## config.mk

```make
export PLATFORM = sky130hd
export DESIGN_NAME = flm_fault_monitor
export DESIGN_NICKNAME = d
export VERILOG_FILES = /design/src/hdl/flm_pkg.sv /design/src/hdl/flm_cal_mem.sv /design/src/hdl/flm_fault_monitor.sv
export SDC_FILE = /design/constraint.sdc
export NUM_CORES = 1
export LEC_CHECK = 0
export BUFFER_PORTS_ARGS = -buffer_cell sky130_fd_sc_hd__clkbuf_2
export CORE_MARGIN = 2
export CORE_UTILIZATION = 50
export DETAILED_ROUTE_END_ITERATION = 12
export PLACE_DENSITY = 0.77
export REMOVE_ABC_BUFFERS = 1
export SETUP_SLACK_MARGIN = 0.05
export SYNTH_ARGS = -nofsm -noshare
export SYNTH_HDL_FRONTEND = slang
export SYNTH_SLANG_ARGS = --single-unit
```

## constraint.sdc

```tcl
create_clock -name clock -period 2.3 [get_ports clock]
set_input_delay 0.115 -clock clock [delete_from_list [all_inputs] [get_ports clock]]
set_output_delay 0.115 -clock clock [all_outputs]
set_load 0.01 [all_outputs]
```

## src/hdl/flm_pkg.sv

```systemverilog
// Package of constants and carrier types for the fault latch status monitor.
// Contract
// - The status output is the OR of the fault latch and the current self-test input level.
// - A supply undervoltage report sets the fault latch.
// - An oscillator frequency below the minimum sets the fault latch.
// - Odd parity over the calibration memory bits sets the fault latch.
// - A self-test rising edge clears the latch unless a fault is still present then.
// - While self-test is held high the calibrated self-test stimulus is active.
// - Any one or several faults set the latch, which holds until a qualifying clear edge.
// - Status is undefined after power-up until the host applies one self-test rising edge.
// - The clock monitor flags failure below a threshold between 150 kHz and 400 kHz.
package flm_pkg;
  localparam int unsigned CAL_WORDS         = 16;
  localparam int unsigned CAL_WIDTH         = 8;
  localparam int unsigned CAL_ADDR_WIDTH    = 4;
  localparam int unsigned CLOCK_KHZ         = 250000;
  localparam int unsigned OSC_MIN_KHZ       = 150;
  localparam int unsigned OSC_MAX_KHZ       = 400;
  localparam int unsigned OSC_THRESHOLD_KHZ = 275;
  // A healthy oscillator toggles at least once per this many system cycles.
  localparam int unsigned OSC_TIMEOUT_CYC   = CLOCK_KHZ / (2 * OSC_THRESHOLD_KHZ);
  localparam int unsigned OSC_CNT_WIDTH     = 10;
  localparam logic [OSC_CNT_WIDTH-1:0] OSC_LIMIT = 10'(OSC_TIMEOUT_CYC);
  localparam logic [OSC_CNT_WIDTH-1:0] OSC_CNT_RESET = 10'h000;
  localparam logic [CAL_ADDR_WIDTH-1:0] CAL_ADDR_RESET = 4'h0;
  localparam logic [CAL_ADDR_WIDTH-1:0] CAL_ADDR_LAST  = 4'(CAL_WORDS - 1);

  typedef enum logic [1:0] {
    FLM_SCAN_READ  = 2'b00,
    FLM_SCAN_ACCUM = 2'b01,
    FLM_SCAN_DONE  = 2'b11
  } flm_scan_e;

  typedef struct packed {
    logic undervoltage;
    logic clock_fail;
    logic parity_odd;
  } flm_fault_s;
endpackage : flm_pkg

```

## src/hdl/flm_cal_mem.sv

```systemverilog
// Calibration memory with registered read data.
`timescale 1ns/10ps
`default_nettype none
module flm_cal_mem
  import flm_pkg::*;
(
  input  wire logic                      clock,
  input  wire logic                      write_enable,
  input  wire logic [CAL_ADDR_WIDTH-1:0] write_addr,
  input  wire logic [CAL_WIDTH-1:0]      write_data,
  input  wire logic [CAL_ADDR_WIDTH-1:0] read_addr,
  output var  logic [CAL_WIDTH-1:0]      read_data
);
  logic [CAL_WIDTH-1:0] mem [CAL_WORDS];

  always_ff @(posedge clock) begin
    if (write_enable) begin
      mem[write_addr] <= write_data;
    end
  end

  always_ff @(posedge clock) begin
    read_data <= mem[read_addr];
  end
endmodule // flm_cal_mem
`default_nettype wire

```

## src/hdl/flm_fault_monitor.sv

```systemverilog
// Fault detectors, fault latch and self-test status logic.
`timescale 1ns/10ps
`default_nettype none
module flm_fault_monitor
  import flm_pkg::*;
(
  input  wire logic                      clock,
  input  wire logic                      reset,
  input  wire logic                      self_test_input,
  input  wire logic                      supply_undervoltage_detect,
  input  wire logic                      osc_clock,
  input  wire logic                      cal_write_enable,
  input  wire logic [CAL_ADDR_WIDTH-1:0] cal_write_addr,
  input  wire logic [CAL_WIDTH-1:0]      cal_write_data,
  output var  logic                      status,
  output var  logic                      self_test_drive,
  output var  flm_fault_s                fault_now,
  output var  logic                      fault_latch
);
  logic [1:0]               st_sync;
  logic                     st_prev;
  logic [1:0]               uv_sync;
  logic [1:0]               osc_sync;
  logic                     osc_prev;
  logic [OSC_CNT_WIDTH-1:0] osc_count;
  logic                     clock_fail;
  flm_scan_e                scan_state;
  logic [CAL_ADDR_WIDTH-1:0] scan_addr;
  logic [CAL_WIDTH-1:0]     cal_data;
  logic                     parity_acc;
  logic                     parity_odd;
  logic                     st_rise;
  logic                     any_fault;

  // Pin inputs pass two flops; only the second stage is read.
  always_ff @(posedge clock) begin
    if (reset) begin
      st_sync  <= 2'h0;
      st_prev  <= 1'b0;
      uv_sync  <= 2'h0;
      osc_sync <= 2'h0;
      osc_prev <= 1'b0;
    end else begin
      st_sync  <= {st_sync[0], self_test_input};
      st_prev  <= st_sync[1];
      uv_sync  <= {uv_sync[0], supply_undervoltage_detect};
      osc_sync <= {osc_sync[0], osc_clock};
      osc_prev <= osc_sync[1];
    end
  end

  assign st_rise = st_sync[1] & ~st_prev;

  // A missing toggle for longer than half a threshold period means a slow oscillator.
  always_ff @(posedge clock) begin
    if (reset) begin
      osc_count  <= OSC_CNT_RESET;
      clock_fail <= 1'b0;
    end else if (osc_sync[1] != osc_prev) begin
      osc_count  <= OSC_CNT_RESET;
      clock_fail <= 1'b0;
    end else if (osc_count >= OSC_LIMIT) begin
      clock_fail <= 1'b1;
    end else begin
      osc_count <= osc_count + 10'h001;
    end
  end

  flm_cal_mem u_cal_mem (
    .clock        (clock),
    .write_enable (cal_write_enable),
    .write_addr   (cal_write_addr),
    .write_data   (cal_write_data),
    .read_addr    (scan_addr),
    .read_data    (cal_data)
  );

  // Continuous parity scan; the result updates once per full pass.
  // The memory has no reset, so parity is unknown until every word has been written once.
  always_ff @(posedge clock) begin
    if (reset) begin
      scan_state <= FLM_SCAN_READ;
      scan_addr  <= CAL_ADDR_RESET;
      parity_acc <= 1'b0;
      parity_odd <= 1'b0;
    end else begin
      unique case (scan_state)
        FLM_SCAN_READ: begin
          scan_state <= FLM_SCAN_ACCUM;
        end
        FLM_SCAN_ACCUM: begin
          parity_acc <= parity_acc ^ (^cal_data);
          if (scan_addr == CAL_ADDR_LAST) begin
            scan_state <= FLM_SCAN_DONE;
          end else begin
            scan_addr  <= scan_addr + 4'h1;
            scan_state <= FLM_SCAN_READ;
          end
        end
        FLM_SCAN_DONE: begin
          parity_odd <= parity_acc;
          parity_acc <= 1'b0;
          scan_addr  <= CAL_ADDR_RESET;
          scan_state <= FLM_SCAN_READ;
        end
        default: begin
          scan_state <= FLM_SCAN_READ;
        end
      endcase
    end
  end

  assign any_fault = uv_sync[1] | clock_fail | parity_odd;

  // Fault set wins over the self-test clear edge.
  always_ff @(posedge clock) begin
    if (reset) begin
      fault_latch <= 1'b0;
      fault_now   <= '0;
    end else begin
      fault_now <= '{undervoltage: uv_sync[1], clock_fail: clock_fail, parity_odd: parity_odd};
      if (any_fault) begin
        fault_latch <= 1'b1;
      end else if (st_rise) begin
        fault_latch <= 1'b0;
      end
    end
  end

  always_ff @(posedge clock) begin
    if (reset) begin
      status          <= 1'b0;
      self_test_drive <= 1'b0;
    end else begin
      status          <= fault_latch | st_sync[1];
      self_test_drive <= st_sync[1];
    end
  end

  // Saturating count of cycles since the last oscillator toggle, read only by the checks.
  int unsigned stuck_cycles;
  always_ff @(posedge clock) begin
    if (reset || osc_sync[1] != osc_prev) begin
      stuck_cycles <= 0;
    end else if (stuck_cycles < 1000) begin
      stuck_cycles <= stuck_cycles + 1;
    end
  end

  status_or_a: assert property (@(posedge clock) disable iff (reset)
    ##1 status == ($past(fault_latch) | $past(st_sync[1])))
    else $error("status is not latch OR self-test");
  uv_sets_a: assert property (@(posedge clock) disable iff (reset)
    uv_sync[1] |=> fault_latch)
    else $error("undervoltage did not set latch");
  clk_fail_a: assert property (@(posedge clock) disable iff (reset)
    stuck_cycles > OSC_TIMEOUT_CYC + 2 |-> clock_fail)
    else $error("stopped oscillator not flagged");
  clk_ok_a: assert property (@(posedge clock) disable iff (reset)
    clock_fail |-> stuck_cycles >= OSC_TIMEOUT_CYC)
    else $error("clock fail flagged too early");
  parity_sets_a: assert property (@(posedge clock) disable iff (reset)
    parity_odd |=> fault_latch)
    else $error("odd parity did not set latch");
  clear_edge_a: assert property (@(posedge clock) disable iff (reset)
    fault_latch && !any_fault && st_rise |=> !fault_latch)
    else $error("rising edge did not clear latch");
  latch_hold_a: assert property (@(posedge clock) disable iff (reset)
    fault_latch && !st_rise |=> fault_latch)
    else $error("latch dropped without clear edge");
  stim_follow_a: assert property (@(posedge clock) disable iff (reset)
    $rose(st_sync[1]) |=> self_test_drive ##1 status)
    else $error("self-test stimulus not applied");
  edge_sync_a: assert property (@(posedge clock) disable iff (reset)
    st_rise |-> $past(self_test_input, 2) && !$past(self_test_input, 3))
    else $error("edge not from synchronised samples");
  power_clear_a: assert property (@(posedge clock) disable iff (reset)
    st_rise && !any_fault |=> ##1 ((status == $past(st_sync[1])) || $past(any_fault)))
    else $error("status not valid after first edge");

  // The parity bit is left out of the per-cycle report checks, since it is unknown until the
  // memory has been filled once.
  uv_now_a: assert property (@(posedge clock) disable iff (reset)
    ##1 fault_now.undervoltage == $past(uv_sync[1]))
    else $error("undervoltage report does not follow detector");
  clk_now_a: assert property (@(posedge clock) disable iff (reset)
    ##1 fault_now.clock_fail == $past(clock_fail))
    else $error("clock fail report does not follow monitor");
  drive_follow_a: assert property (@(posedge clock) disable iff (reset)
    ##1 self_test_drive == $past(st_sync[1]))
    else $error("stimulus enable does not follow self-test");
  set_wins_a: assert property (@(posedge clock) disable iff (reset)
    any_fault && st_rise |=> fault_latch)
    else $error("clear edge dropped latch during fault");
  clk_sets_a: assert property (@(posedge clock) disable iff (reset)
    clock_fail |=> fault_latch)
    else $error("clock fail did not set latch");
  latch_status_a: assert property (@(posedge clock) disable iff (reset)
    fault_latch |=> status)
    else $error("status low while latch set");
  st_status_a: assert property (@(posedge clock) disable iff (reset)
    st_sync[1] |=> status)
    else $error("status low while self-test high");
  clk_clear_a: assert property (@(posedge clock) disable iff (reset)
    osc_sync[1] != osc_prev |=> !clock_fail)
    else $error("clock fail kept after oscillator toggle");
  count_cap_a: assert property (@(posedge clock) disable iff (reset)
    osc_count <= OSC_LIMIT)
    else $error("oscillator count passed its limit");
  scan_end_a: assert property (@(posedge clock) disable iff (reset)
    scan_state == FLM_SCAN_DONE |-> scan_addr == CAL_ADDR_LAST)
    else $error("parity pass ended before last word");
  addr_step_a: assert property (@(posedge clock) disable iff (reset)
    scan_state == FLM_SCAN_ACCUM && scan_addr != CAL_ADDR_LAST |=> scan_addr == $past(scan_addr) + 4'h1)
    else $error("parity scan skipped a word");
  read_step_a: assert property (@(posedge clock) disable iff (reset)
    scan_state == FLM_SCAN_READ |=> scan_state == FLM_SCAN_ACCUM)
    else $error("parity scan did not accumulate after read");
  edge_once_a: assert property (@(posedge clock) disable iff (reset)
    st_rise |=> !st_rise)
    else $error("one self-test edge seen twice");

  uv_trip_c: cover property (@(posedge clock) disable iff (reset) $rose(uv_sync[1]));
  clk_trip_c: cover property (@(posedge clock) disable iff (reset) $rose(clock_fail));
  par_trip_c: cover property (@(posedge clock) disable iff (reset) $rose(parity_odd));
  clear_c: cover property (@(posedge clock) disable iff (reset) $fell(fault_latch));
  refused_clear_c: cover property (@(posedge clock) disable iff (reset) any_fault && st_rise);
endmodule // flm_fault_monitor
`default_nettype wire

```

Word level (Yosys, flattened, before mapping)
Memories as Yosys holds them, arrays and structs flattened. A register that Yosys moved wholly into a read port is not among the register bits. Cells that the tools add are included. W data, S select, Z words.

$add $sub $neg: 2. Order comparisons: 1. Eq/ne operators: 5. Muxes and demuxes: 9. Bitwise logic cells: 6. Reductions and logical operators: 6.

Operator list (count): $add A10 B1 Y10 const B (1); $ge A10 B9 Y1 const B (1); $pmux W4 S2 (1); $reduce_xor A8 Y1 (1); $add A4 B1 Y4 const B (1); $eq A4 B4 Y1 const B (1); $mux W1 (4); $mux W4 (1); $pmux W2 S2 (1); $reduce_bool A2 Y1 (2); $or A1 B1 Y1 (3); $eq A2 B1 Y1 const B (1); $eq A2 B2 Y1 const B (1); $logic_not A2 Y1 (1); $mux W2 (1); $ne A2 B2 Y1 const B (1); $pmux W1 S2 (1); $reduce_and A2 Y1 (1); $reduce_or A2 Y1 (1); $and A1 B1 Y1 (1); $ne A1 B1 Y1 (1); $not A1 Y1 (1); $xor A1 B1 Y1 (1).

Register bits: 32. RAM bits: 128. Input port bits: 18. Logic and storage cells: 46. Memories: 1.

Memory list: u_cal_mem.mem (depth 16, width 8, rd ports 1, clocked after memory_dff 1, write ports 1, line flm_cal_mem.sv:14) `logic [CAL_WIDTH-1:0] mem [CAL_WORDS];`.

Logic depth before layout (Yosys ltp)
Gate-level depths: netlist of run 1.

Depth after elaboration: 4. Depth in mapped cells: 7. Depth with buffers taken out: 7.

Cells and area by module
From an unflattened synthesis of run 1, not the netlist that was laid out.

Cells, all modules: 362. Area total of the unflattened synthesis: 6393.6 sq um.

Modules (own cells, without submodules): flm_cal_mem (times used 1, cells each 229, area an instance 5147.4 sq um, sequential area each 4003.8 sq um); flm_fault_monitor (times used 1, cells each 133, area an instance 1246.2 sq um, sequential area each 640.6 sq um).

Worst setup path before layout of run 1
OpenSTA, ideal clock, no wires.

Path type: in2reg. From: input cal_write_addr[2]. To: memory u_cal_mem.mem[0][0] (enable). Setup time: 0.383 ns. Arrival time: 1.225 ns. Slack: 0.692 ns. Stages on the path: 2. Cells stage by stage: or3b_2 nor3_1.

RTL lines: start, declared (line flm_fault_monitor.sv:13) `input wire logic [CAL_ADDR_WIDTH-1:0] cal_write_addr,`; end, declared (line flm_cal_mem.sv:14).

Straight into the memory's write port.

==> run summary, run 1 <==
========================================================================================
Peak supply drop                                                                  628 uV
EDFF count, synth                                                                    128
Dominant register cell in the synthesized netlist                           sky130_fd_sc_hd__edfxtp_1
Clock latency on the worst-skew pair                                              430 ps
Maximum Capacitance Violations                                                         0
Max H-tree Level                                                                       4
Type of the worst setup path                                                register to register
Final setup fails                                                                      0
Final-report max-slew violation count                                                  0
Area of all placed cells without fillers                                      7300 sq um
Final cycle utilization of the critical path                                       78.2%
Actual slew at the worst max-slew pin                                             757 ps
Tightest slew margin relative to the limit                                         49.3%
Clk_skew                                                                         6.27 ps
Post-Synthesis Mean Instance Area                                             17.9 sq um
Reg clk slew, reported paths                                                       60 ps
Cell count after placement                                                           556
Buffers inserted during post-CTS setup optimization                                    0
Worst-path maximum fanout                                                             13
Final total power                                                                6.23 mW
Sequential share of the synthesized area                                           72.9%
Layout overhead on the synthesized area                                            14.5%
TritonCTS clock tree                                                               built
Maximum number of pins on one net before global-route repair                          36
Proportion of synthesized area in mux cells                                        12.4%
Root Buffer                                                                 sky130_fd_sc_hd__clkbuf_16
Reg2reg setup slack                                                               500 ps
Resize count post-CTS                                                                  0
Total negative slack for setup checks                                               0 ps
Routability cong.                                                                  0.830
Status                                                                      finished, final reports clean
Number of antenna violations at the first check in global routing                      0
Adder-cell share of the synthesized area                                          0.589%
Global-route wire length before repair                                          17900 um
Area of the core                                                             12500 sq um
Top Ports                                                                             24
Initial cell density of the core                                                   50.9%
Required @ worst endpoint                                                        2610 ps
Launching element type of the critical path                                     register
Slowest stage cell, crit path                                               sky130_fd_sc_hd__dfxtp_1
Count of clock tree sinks                                                            168
Unique masters post-synth                                                             37
Proportion of synthesized flip-flops having asynchronous set or reset                 0%
Die Area                                                                     13700 sq um
Number of buffers created by CTS                                                      17
Dpl cell area                                                                 6750 sq um
Number of filler cells placed in the layout                                          935
Synth Area in XOR/XNOR                                                             2.47%
Total half-perimeter wirelength after legalization and detailed placement        7350 um
Count of buffers inserted at the top-level ports                                      23
Leftover overflow at the end of global routing                                         0
Cell chain of the critical path                                             buf_4 > mux4_1 > a22oi_1 > nand2_1
Syn. warnings                                                                          0
Global Route Usage Sum                                                             18.4%
Final period demand of the worst path                                            1800 ps
Complex-gate fraction of the synthesized area                                      3.00%
RSZ-0062 raised after global routing                                                  no
Via Count                                                                           3163
Filler-free cell count of the finished design                                        590
Highest attainable clock frequency                                             0.556 GHz
Worst min-delay path class                                                  input pin to register
Post-synthesis sequential element count                                              168
Critical Path Source                                                        scan_addr[1]
Hold-fix buffer count after cts                                                        3
Post-synthesis instance area                                                  6370 sq um
Share of post-route cells with drive strength above 1                              21.1%
R2R depth                                                                              4
Worst slack on hold paths                                                        88.9 ps
Largest family of logic cells by synthesized area                           multiplexers
Pre-Repair DR Iteration Count                                                          4
Die Span X                                                                        117 um
Gate Count Post-Synth                                                                355
Arrival time reported for the critical path endpoint                             2110 ps
Antenna-violating nets left                                                            0
Total Nets Final                                                                     427
Average detailed-routed wire length per instance                                 18.9 um
Most frequent cells in the layout                                           128 x sky130_fd_sc_hd__edfxtp_1, 39 x sky130_fd_sc_hd__dfxtp_1, 35 x sky130_fd_sc_hd__nor2_1
Drt drc                                                                                0
Leak                                                                             2.47 nW
Number of global-route vias before repair                                           3329
Worst reg2reg path startpoint                                               scan_addr[1]
Crit path to                                                                u_cal_mem.read_data[6]
Leading cell type in the layout, fill and taps excluded                     sky130_fd_sc_hd__edfxtp_1
Ratio of total power to cell area                                            854 nW/um^2
CTS max path bufs                                                                      2
Maximum single-stage delay on the critical path                                   690 ps
Fraction of the mapped netlist area in simple logic gates                          6.70%
Antenna Diode Count                                                                    0
Total length of routed wires                                                    11100 um
Final hold vios                                                                        0
Number of DRC markers in iteration 0                                                 282
Cell row count                                                                        41
Worst r2r dst                                                               u_cal_mem.read_data[6]
Ratio of routed vias to standard cells                                              5.36
Vert. Die Dim                                                                     117 um
Kind of end point of the critical path                                          register
========================================================================================
## worst min-delay path by stage
| stage | start | endpoint | slack, ps | cells past startpoint |
|---|---|---|---|---|
| 2_1_floorplan | reset | fault_now[1] | 180 | 1 |
| 3_3_place_gp | supply_undervoltage_detect | uv_sync[0] | 330 | 2 |
| 3_5_place_dp | self_test_input | st_sync[0] | 340 | 2 |
| 4_1_cts | reset | fault_now[1] | 80 | 2 |
| 5_1_grt | reset | fault_now[1] | 120 | 2 |
| 6_report | reset | fault_now[1] | 90 | 2 |
## final cells by class
| class | count | area [sq um] | area share (%) |
|---|---|---|---|
| well taps | 172 | 215 | 2.95 |
| flip-flops and latches | 168 | 4650 | 63.7 |
| inverters | 5 | 18.8 | 0.257 |
| repair buffers | 45 | 300 | 4.12 |
| clock buffers | 19 | 433 | 5.93 |
| clock inverters | 12 | 80.1 | 1.10 |
| multi-input cells | 169 | 1600 | 22.0 |
## through the flow
| step | utilization, % | setup WS (ps) |
|---|---|---|
| floorplan | - | -78.4 |
| global placement | 54.0 | 575 |
| detailed placement | 54.0 | 538 |
| CTS | 58.3 | 523 |
| global route | 58.3 | 429 |
| finish | 58.3 | 502 |
## layer usage
layer / up-vias / share of wire (%) / global-route usage (%)
met1: 1599 / 45 / 23.8
li1: 1484 / - / -
met5: - / 0 / 0
met2: 68 / 50 / 30.4
met3: 12 / 3.8 / 5.41
met4: 0 / 1.2 / 6.12
## critical path: cells and delay by family, from the launching register on
kind                   cells  cell delay [ps]
AOI/OAI and AO/OA          1              260
buffers and inverters      1              320
DFF                        1              690
muxes                      1              320
and+or+nand+nor            1               90
## kinds of logic (layout without fill, tap and decap cells)
group                      after synthesis  after routing
muxes                                   33             33
adders and majority gates                3              3
DFF                                    168            168
buffers and inverters                   18             81
xor gates and xnor gates                18             18
AOI/OAI and AO/OA                       27             27
and+or+nand+nor                         88             88
## flip-flops by register name, indices dropped and copies added, names as in the netlist, 2 cells and up
name / flops
osc_sync: 2
scan_addr: 4
u_cal_mem.read_data: 8
st_sync: 2
scan_state: 2
osc_count: 10
fault_now: 3
uv_sync: 2
u_cal_mem.mem: 128
## cell usage after synthesis (3+ instances only)
master / n / area (sq um)
sky130_fd_sc_hd__a21oi_1: 4 / 20.0
sky130_fd_sc_hd__a22oi_1: 16 / 120
sky130_fd_sc_hd__buf_6: 3 / 33.8
sky130_fd_sc_hd__clkbuf_1: 4 / 15.0
sky130_fd_sc_hd__dfxtp_1: 40 / 801
sky130_fd_sc_hd__edfxtp_1: 128 / 3840
sky130_fd_sc_hd__ha_1: 3 / 37.5
sky130_fd_sc_hd__inv_1: 5 / 18.8
sky130_fd_sc_hd__mux4_1: 16 / 420
sky130_fd_sc_hd__mux4_2: 16 / 360
sky130_fd_sc_hd__nand2_1: 14 / 52.6
sky130_fd_sc_hd__nand2b_1: 4 / 25.0
sky130_fd_sc_hd__nand3_1: 4 / 20.0
sky130_fd_sc_hd__nor2_1: 35 / 131
sky130_fd_sc_hd__nor2b_1: 11 / 68.8
sky130_fd_sc_hd__nor3_1: 8 / 40.0
sky130_fd_sc_hd__xnor2_1: 15 / 131
sky130_fd_sc_hd__xor2_1: 3 / 26.3
## power by group
group | switching [mW] | internal [mW]
clock | 1.10 | 1.37
sequential | 0.0398 | 3.35
combinational | 0.192 | 0.189
total | 1.33 | 4.90
Note: power is estimated with default switching activity, not from simulation.
==> inputs of run 2 (changes only) <==
--- a/config.mk
+++ b/config.mk
@@ -9,7 +9,7 @@
 export CORE_MARGIN = 2
 export CORE_UTILIZATION = 50
 export DETAILED_ROUTE_END_ITERATION = 12
-export PLACE_DENSITY = 0.77
+export PLACE_DENSITY = 0.79
 export REMOVE_ABC_BUFFERS = 1
 export SETUP_SLACK_MARGIN = 0.05
 export SYNTH_ARGS = -nofsm -noshare
==> constraint.sdc (replaced) <==
create_clock -name clock -period 1.6 [get_ports clock]
set_input_delay 0.08 -clock clock [delete_from_list [all_inputs] [get_ports clock]]
set_output_delay 0.08 -clock clock [all_outputs]
set_load 0.01 [all_outputs]
==> run summary, run 2 (synthesis results as in run 1) <==
========================================================================================
Pre-Repair DR Iteration Count                                                          5   was 4
Cell count after placement                                                           563   was 556
Max H-tree Level                                                                       4   unchanged
Total Nets Final                                                                     446   was 427
Leftover overflow at the end of global routing                                         0   unchanged
Kind of end point of the critical path                                          register   unchanged
Final cycle utilization of the critical path                                        100%   was 78.2%
Arrival time reported for the critical path endpoint                             1910 ps   was 2110 ps
Routability cong.                                                                  0.719   was 0.830
Flip-flop count of the largest register, all copies and words added                  128   unchanged
Global Route Usage Sum                                                             17.9%   was 18.4%
Final setup fails                                                                      1   was 0
Number of global-route vias before repair                                           3291   was 3329
Die Span X                                                                        117 um   unchanged
Cell row count                                                                        41   unchanged
Total half-perimeter wirelength after legalization and detailed placement        7360 um   was 7350 um
Number of DRC markers in iteration 0                                                 318   was 282
Root Buffer                                                                 sky130_fd_sc_hd__clkbuf_16   unchanged
Reg with most FFs                                                           u_cal_mem.mem   unchanged
Leading cell type in the layout, fill and taps excluded                     sky130_fd_sc_hd__edfxtp_1   unchanged
Share of post-route cells with drive strength above 1                              30.6%   was 21.1%
Final core utilization                                                             60.3%   was 58.3%
Area of the core                                                             12500 sq um   unchanged
Clk_skew                                                                         8.43 ps   was 6.27 ps
Status                                                                      finished, violations left   was finished, final reports clean
Number of filler cells placed in the layout                                          921   was 935
Filler-free cell count of the finished design                                        610   was 590
Dpl cell area                                                                 6820 sq um   was 6750 sq um
Highest attainable clock frequency                                             0.624 GHz   was 0.556 GHz
Most frequent cells in the layout                                           128 x sky130_fd_sc_hd__edfxtp_1, 38 x sky130_fd_sc_hd__dfxtp_1, 34 x sky130_fd_sc_hd__nor2_1, 34 x sky130_fd_sc_hd__buf_4   was 128 x sky130_fd_sc_hd__edfxtp_1, 39 x sky130_fd_sc_hd__dfxtp_1, 35 x sky130_fd_sc_hd__nor2_1
Layout overhead on the synthesized area                                            18.4%   was 14.5%
Leak                                                                             2.57 nW   was 2.47 nW
Initial cell density of the core                                                   50.9%   unchanged
Type of the worst setup path                                                register to register   unchanged
Cell chain of the critical path                                             buf_12 > buf_4 > mux4_1 > a22oi_2 > nand2_1   was buf_4 > mux4_1 > a22oi_1 > nand2_1
Via Count                                                                           3354   was 3163
Drt drc                                                                                0   unchanged
Antenna Diode Count                                                                    0   unchanged
Global-route wire length before repair                                          17400 um   was 17900 um
Multi-input combinational cell area                                           1660 sq um   was 1600 sq um
Worst-path maximum fanout                                                              8   was 13
Ratio of routed vias to standard cells                                              5.50   was 5.36
Failing checks                                                              negative setup slack
Die Area                                                                     13700 sq um   unchanged
Worst min-delay path class                                                  input pin to register   unchanged
Number of buffers created by CTS                                                      17   unchanged
Area of all placed cells without fillers                                      7550 sq um   was 7300 sq um
Worst setup slack after layout                                                  -3.83 ps   was 502 ps
Maximum Capacitance Violations                                                         0   unchanged
TritonCTS clock tree                                                               built   unchanged
Count of clock tree sinks                                                            168   unchanged
Reg clk slew, reported paths                                                       60 ps   about the same
CTS max path bufs                                                                      2   unchanged
Clock latency on the worst-skew pair                                              420 ps   was 430 ps
Worst slack on hold paths                                                        51.1 ps   was 88.9 ps
Final-report max-slew violation count                                                  0   unchanged
Top Ports                                                                             24   unchanged
Peak supply drop                                                                  959 uV   was 628 uV
Vert. Die Dim                                                                     117 um   unchanged
Slowest stage cell, crit path                                               sky130_fd_sc_hd__mux4_1   was sky130_fd_sc_hd__dfxtp_1
Number of antenna violations at the first check in global routing                      0   unchanged
Count of buffers inserted at the top-level ports                                      23   unchanged
Tightest slew margin relative to the limit                                         66.9%   was 49.3%
Ratio of total power to cell area                                           1210 nW/um^2   was 854 nW/um^2
Antenna-violating nets left                                                            0   unchanged
Launching element type of the critical path                                     register   unchanged
Final hold vios                                                                        0   unchanged
Total length of routed wires                                                    11900 um   was 11100 um
Area used by sequential logic in the layout                                   4650 sq um   about the same
Maximum single-stage delay on the critical path                                   570 ps   was 690 ps
Actual slew at the worst max-slew pin                                             497 ps   was 757 ps
Maximum number of pins on one net before global-route repair                          29   was 36
Regs by FF count                                                            u_cal_mem.mem: 128 flops, osc_count: 10 flops, u_cal_mem.read_data: 8 flops   unchanged
Required @ worst endpoint                                                        1910 ps   was 2610 ps
Final period demand of the worst path                                            1600 ps   was 1800 ps
RSZ-0062 raised after global routing                                                 yes   was no
Average detailed-routed wire length per instance                                 19.6 um   was 18.9 um
========================================================================================
==> run 2: changes by cell type in the layout (fill, tap and decap cells not counted), sizes merged <==
cell,before,now
inv,7,9
buf,19,38
clkbuf,42,41
==> run 2: area by class of cell <==
class | count | area share (%)
clock inverter | 14 | 1.31
clock buffer | 18 | 5.69
inverter | 5 | 0.249
sequential | 168 | 61.6
timing repair buffer | 64 | 6.25
tap | 172 | 2.85
multi-input combinational | 169 | 22.0
==> run 2: path summary, 6_finish.rpt <==
path / slack [ps] / cells after the start / endpoint / from
hold / removal: 50 / 2 / fault_now[1] / reset
setup / recovery: -4 / 5 / u_cal_mem.read_data[1] / scan_addr[0]
setup reg to reg: -4 / 5 / u_cal_mem.read_data[1] / scan_addr[0]
hold reg to reg: 460 / 1 / uv_sync[1] / uv_sync[0]
==> run 2: timing repair <==
item	CTS	global route
setup buffers	1	11
resized for setup	4	26
pin swaps	0	5
endpoints found under the hold margin	3	0
hold buffers	3	0
setup endpoints to repair	8	15
==> run 2: critical path: cells and delay by family, from the launching register on <==
| kind | cells | cell delay (ps) |
|---|---|---|
| AOI/OAI and AO/OA | 1 | 210 |
| buffers and inverters | 2 | 260 |
| DFF | 1 | 380 |
| muxes | 1 | 570 |
| and+or+nand+nor | 1 | 60 |
==> run 2: stage by stage <==
step	setup TNS [ps]	setup slack (ps)	power, mW
after global routing	-163	-48.8	9.46
after global placement	0	45.5	5.51
after floorplan	-9260	-778	5.30
final	-3.83	-3.83	9.15
after CTS	0	11.2	9.16
after detailed placement	-8.81	-8.81	5.54
==> run 2: power breakdown <==
group	leakage [nW]	switching, mW	internal [mW]
logic	0.826	0.326	0.341
clock network	0.262	1.62	1.99
registers	1.49	0.0554	4.81
==> run 2: per-layer routing <==
metal,wire [um],vias to the layer above,track usage (%),part of all wire [%]
met3,637,19,5.66,5.3
li1,-,1520,-,-
met5,0,-,0,0
met2,6270,124,30.4,52
met4,190,0,6.59,1.6
met1,4850,1691,21.8,41
==> inputs of run 3 (changes only) <==
--- a/config.mk
+++ b/config.mk
@@ -7,10 +7,9 @@
 export LEC_CHECK = 0
 export BUFFER_PORTS_ARGS = -buffer_cell sky130_fd_sc_hd__clkbuf_2
 export CORE_MARGIN = 2
-export CORE_UTILIZATION = 50
+export CORE_UTILIZATION = 46
 export DETAILED_ROUTE_END_ITERATION = 12
-export PLACE_DENSITY = 0.79
-export REMOVE_ABC_BUFFERS = 1
+export PLACE_DENSITY = 0.75
 export SETUP_SLACK_MARGIN = 0.05
 export SYNTH_ARGS = -nofsm -noshare
 export SYNTH_HDL_FRONTEND = slang
==> run summary, run 3 (synthesis results as in run 1) <==
========================================================================================
Status                                                                      finished, violations left   unchanged
Failing checks                                                              negative setup slack   unchanged
Reg2reg setup slack                                                               -20 ps   was -4 ps
Switching portion of total power                                                   20.5%   was 21.9%
Pre-CTS setup slack                                                              -192 ps   was -8.81 ps
Worst reg2reg path startpoint                                               scan_addr[0]   unchanged
Total half-perimeter wirelength after legalization and detailed placement        7480 um   was 7360 um
Max H-tree Level                                                                       4   unchanged
Maximum number of pins on one net before global-route repair                          23   was 29
Die Area                                                                     14800 sq um   was 13700 sq um
TritonCTS clock tree                                                               built   unchanged
Tightest slew margin relative to the limit                                         69.3%   was 66.9%
Ratio of routed vias to standard cells                                              5.45   was 5.50
Maximum Capacitance Violations                                                         0   unchanged
Final total power                                                                9.57 mW   was 9.15 mW
Leading cell type in the layout, fill and taps excluded                     sky130_fd_sc_hd__edfxtp_1   unchanged
Final hold vios                                                                        0   unchanged
Final setup fails                                                                      1   unchanged
Final cycle utilization of the critical path                                        101%   was 100%
Leak                                                                             2.59 nW   was 2.57 nW
Antenna-violating nets left                                                            0   unchanged
Required @ worst endpoint                                                        1910 ps   about the same
Worst-path maximum fanout                                                             11   was 8
Endpoint, Worst Hold                                                        u_cal_mem.mem[13][6]   was fault_now[1]
Launching element type of the critical path                                     register   unchanged
Area used by sequential logic in the layout                                   4650 sq um   about the same
Most frequent cells in the layout                                           128 x sky130_fd_sc_hd__edfxtp_1, 37 x sky130_fd_sc_hd__dfxtp_1, 34 x sky130_fd_sc_hd__nor2_1   was 128 x sky130_fd_sc_hd__edfxtp_1, 38 x sky130_fd_sc_hd__dfxtp_1, 34 x sky130_fd_sc_hd__nor2_1, 34 x sky130_fd_sc_hd__buf_4
Leftover overflow at the end of global routing                                         0   unchanged
Antenna Diode Count                                                                    0   unchanged
Total negative slack for setup checks                                           -21.5 ps   was -3.83 ps
Worst setup slack after layout                                                  -21.5 ps   was -3.83 ps
Area of the core                                                             13700 sq um   was 12500 sq um
Arrival time reported for the critical path endpoint                             1930 ps   was 1910 ps
Die Span X                                                                        122 um   was 117 um
Total length of routed wires                                                    12200 um   was 11900 um
Clock latency on the worst-skew pair                                              420 ps   about the same
Top Ports                                                                             24   unchanged
Maximum single-stage delay on the critical path                                   560 ps   was 570 ps
Routability cong.                                                                  0.757   was 0.719
Type of the worst setup path                                                register to register   unchanged
Flip-flop count of the largest register, all copies and words added                  128   unchanged
Worst path most repeated cell                                               sky130_fd_sc_hd__buf_12
Number of filler cells placed in the layout                                         1050   was 921
Reg with most FFs                                                           u_cal_mem.mem   unchanged
Final-report max-slew violation count                                                  0   unchanged
Flop pwr share                                                                     50.8%   was 53.2%
Count of buffers inserted at the top-level ports                                      23   unchanged
Worst r2r dst                                                               u_cal_mem.read_data[6]   was u_cal_mem.read_data[1]
R2R depth                                                                              5   unchanged
Global-route wire length before repair                                          18700 um   was 17400 um
Multi-input combinational cell area                                           1690 sq um   was 1660 sq um
Pre-Repair DR Iteration Count                                                          5   unchanged
Root Buffer                                                                 sky130_fd_sc_hd__clkbuf_16   unchanged
RSZ-0062 raised after global routing                                                 yes   unchanged
Kind of end point of the critical path                                          register   unchanged
Average detailed-routed wire length per instance                                 19.8 um   was 19.6 um
Total Nets Final                                                                     444   was 446
Layout overhead on the synthesized area                                            20.3%   was 18.4%
Synthesized net count                                                                376
Number of DRC markers in iteration 0                                                 288   was 318
Ratio of total power to cell area                                           1250 nW/um^2   was 1210 nW/um^2
Share of post-route cells with drive strength above 1                              31.0%   was 30.6%
Peak supply drop                                                                 1160 uV   was 959 uV
Cell row count                                                                        43   was 41
Initial cell density of the core                                                   46.4%   was 50.9%
Clk_skew                                                                         9.32 ps   was 8.43 ps
Worst hold start                                                            cal_write_data[6]   was reset
Via Count                                                                           3357   was 3354
Critical Path Source                                                        scan_addr[0]   unchanged
Reg clk slew, reported paths                                                       60 ps   about the same
Number of antenna violations at the first check in global routing                      0   unchanged
CTS max path bufs                                                                      2   unchanged
Actual slew at the worst max-slew pin                                             461 ps   was 497 ps
Power spent charging and discharging nets                                        1.97 mW   was 2.00 mW
Comb pwr share                                                                      7.2%   was 7.3%
Global Route Usage Sum                                                             17.7%   was 17.9%
Regs by FF count                                                            u_cal_mem.mem: 128 flops, osc_count: 10 flops, u_cal_mem.read_data: 8 flops   unchanged
Number of buffers created by CTS                                                      17   unchanged
Relative contribution of the clock network to total power                          42.0%   was 39.5%
Count of clock tree sinks                                                            168   unchanged
Design internal power                                                            7.61 mW   was 7.14 mW
Worst min-delay path class                                                  input pin to register   unchanged
Drt drc                                                                                0   unchanged
Highest attainable clock frequency                                             0.617 GHz   was 0.624 GHz
Number of global-route vias before repair                                           3319   was 3291
Vert. Die Dim                                                                     122 um   was 117 um
Cells on Worst Hold Path                                                               1   was 2
Slowest stage cell, crit path                                               sky130_fd_sc_hd__mux4_1   unchanged
Final period demand of the worst path                                            1620 ps   was 1600 ps
Cell chain of the critical path                                             buf_12 > buf_12 > mux4_1 > a22oi_1 > nand2_1   was buf_12 > buf_4 > mux4_1 > a22oi_2 > nand2_1
Final core utilization                                                             55.9%   was 60.3%
========================================================================================
## run 3: cell types whose count changed in the layout (fill, tap and decap cells not counted), sizes merged
cell	change
buf	-5
clkinv	-5
bufinv	+3
clkbuf	+3
clkinvlp	+2
dlygate4sd3	+2
inv	-2
## run 3: worst max-delay path by stage
| stage | to | slack (ps) |
|---|---|---|
| after floorplan | u_cal_mem.read_data[6] | 90 |
| after global placement | u_cal_mem.read_data[1] | -160 |
| after detailed placement | u_cal_mem.read_data[1] | -190 |
| after CTS | u_cal_mem.read_data[1] | -20 |
| after global routing | u_cal_mem.read_data[6] | -90 |
| final | u_cal_mem.read_data[6] | -20 |
## run 3: final cells by class
cell class / count / share of cell area (%)
well taps: 180 / 2.94
multi-input cells: 169 / 22.0
clock inverters: 12 / 1.94
repair buffers: 62 / 6.46
flip-flops and latches: 168 / 60.7
inverters: 5 / 0.245
clock buffers: 20 / 5.70
## run 3: power by group through the flow
stage	sequential [mW]	combinational, mW	clock, mW
finish	4.87	0.685	4.02
global route	4.88	0.741	4.29
CTS	4.86	0.654	4.10
detailed placement	4.95	0.615	0
global placement	4.95	0.598	0
floorplan	4.94	0.402	0
## run 3: per-stage QoR
stage                     instance area, sq um  std cells  hold slack, ps
final                                     7670        616            88.2
after global routing                      7670        616             100
after CTS                                 7560        614            86.6
after detailed placement                  6880        574             301
after global placement                    6880        574             301
after floorplan                           6380        355             152
## run 3: worst max-delay path, delay by kind of cell, from the launching register on
kind	cells	cell delay [ps]
multiplexers	1	560
AND/OR/NAND/NOR	1	80
flip-flops	1	370
AO/OA/AOI/OAI	1	210
buffers and inverters	2	290
## run 3: routing by layer
metal | routed length [um] | up-vias | global-route usage [%]
met5 | 0 | - | 0
met4 | 201 | 0 | 6.11
met3 | 710 | 21 | 5.34
met2 | 6020 | 114 | 27.9
met1 | 5240 | 1707 | 23.5
li1 | - | 1515 | -
## run 3: what timing repair did
| action | CTS | global route |
|---|---|---|
| hold endpoints to repair | 5 | 0 |
| gates resized for setup | 17 | 20 |
| setup endpoints to repair | 11 | 16 |
| setup buffers | 3 | 1 |
| pin swaps | 1 | 2 |
| gates cloned | 0 | 1 |
| hold buffers | 5 | 0 |
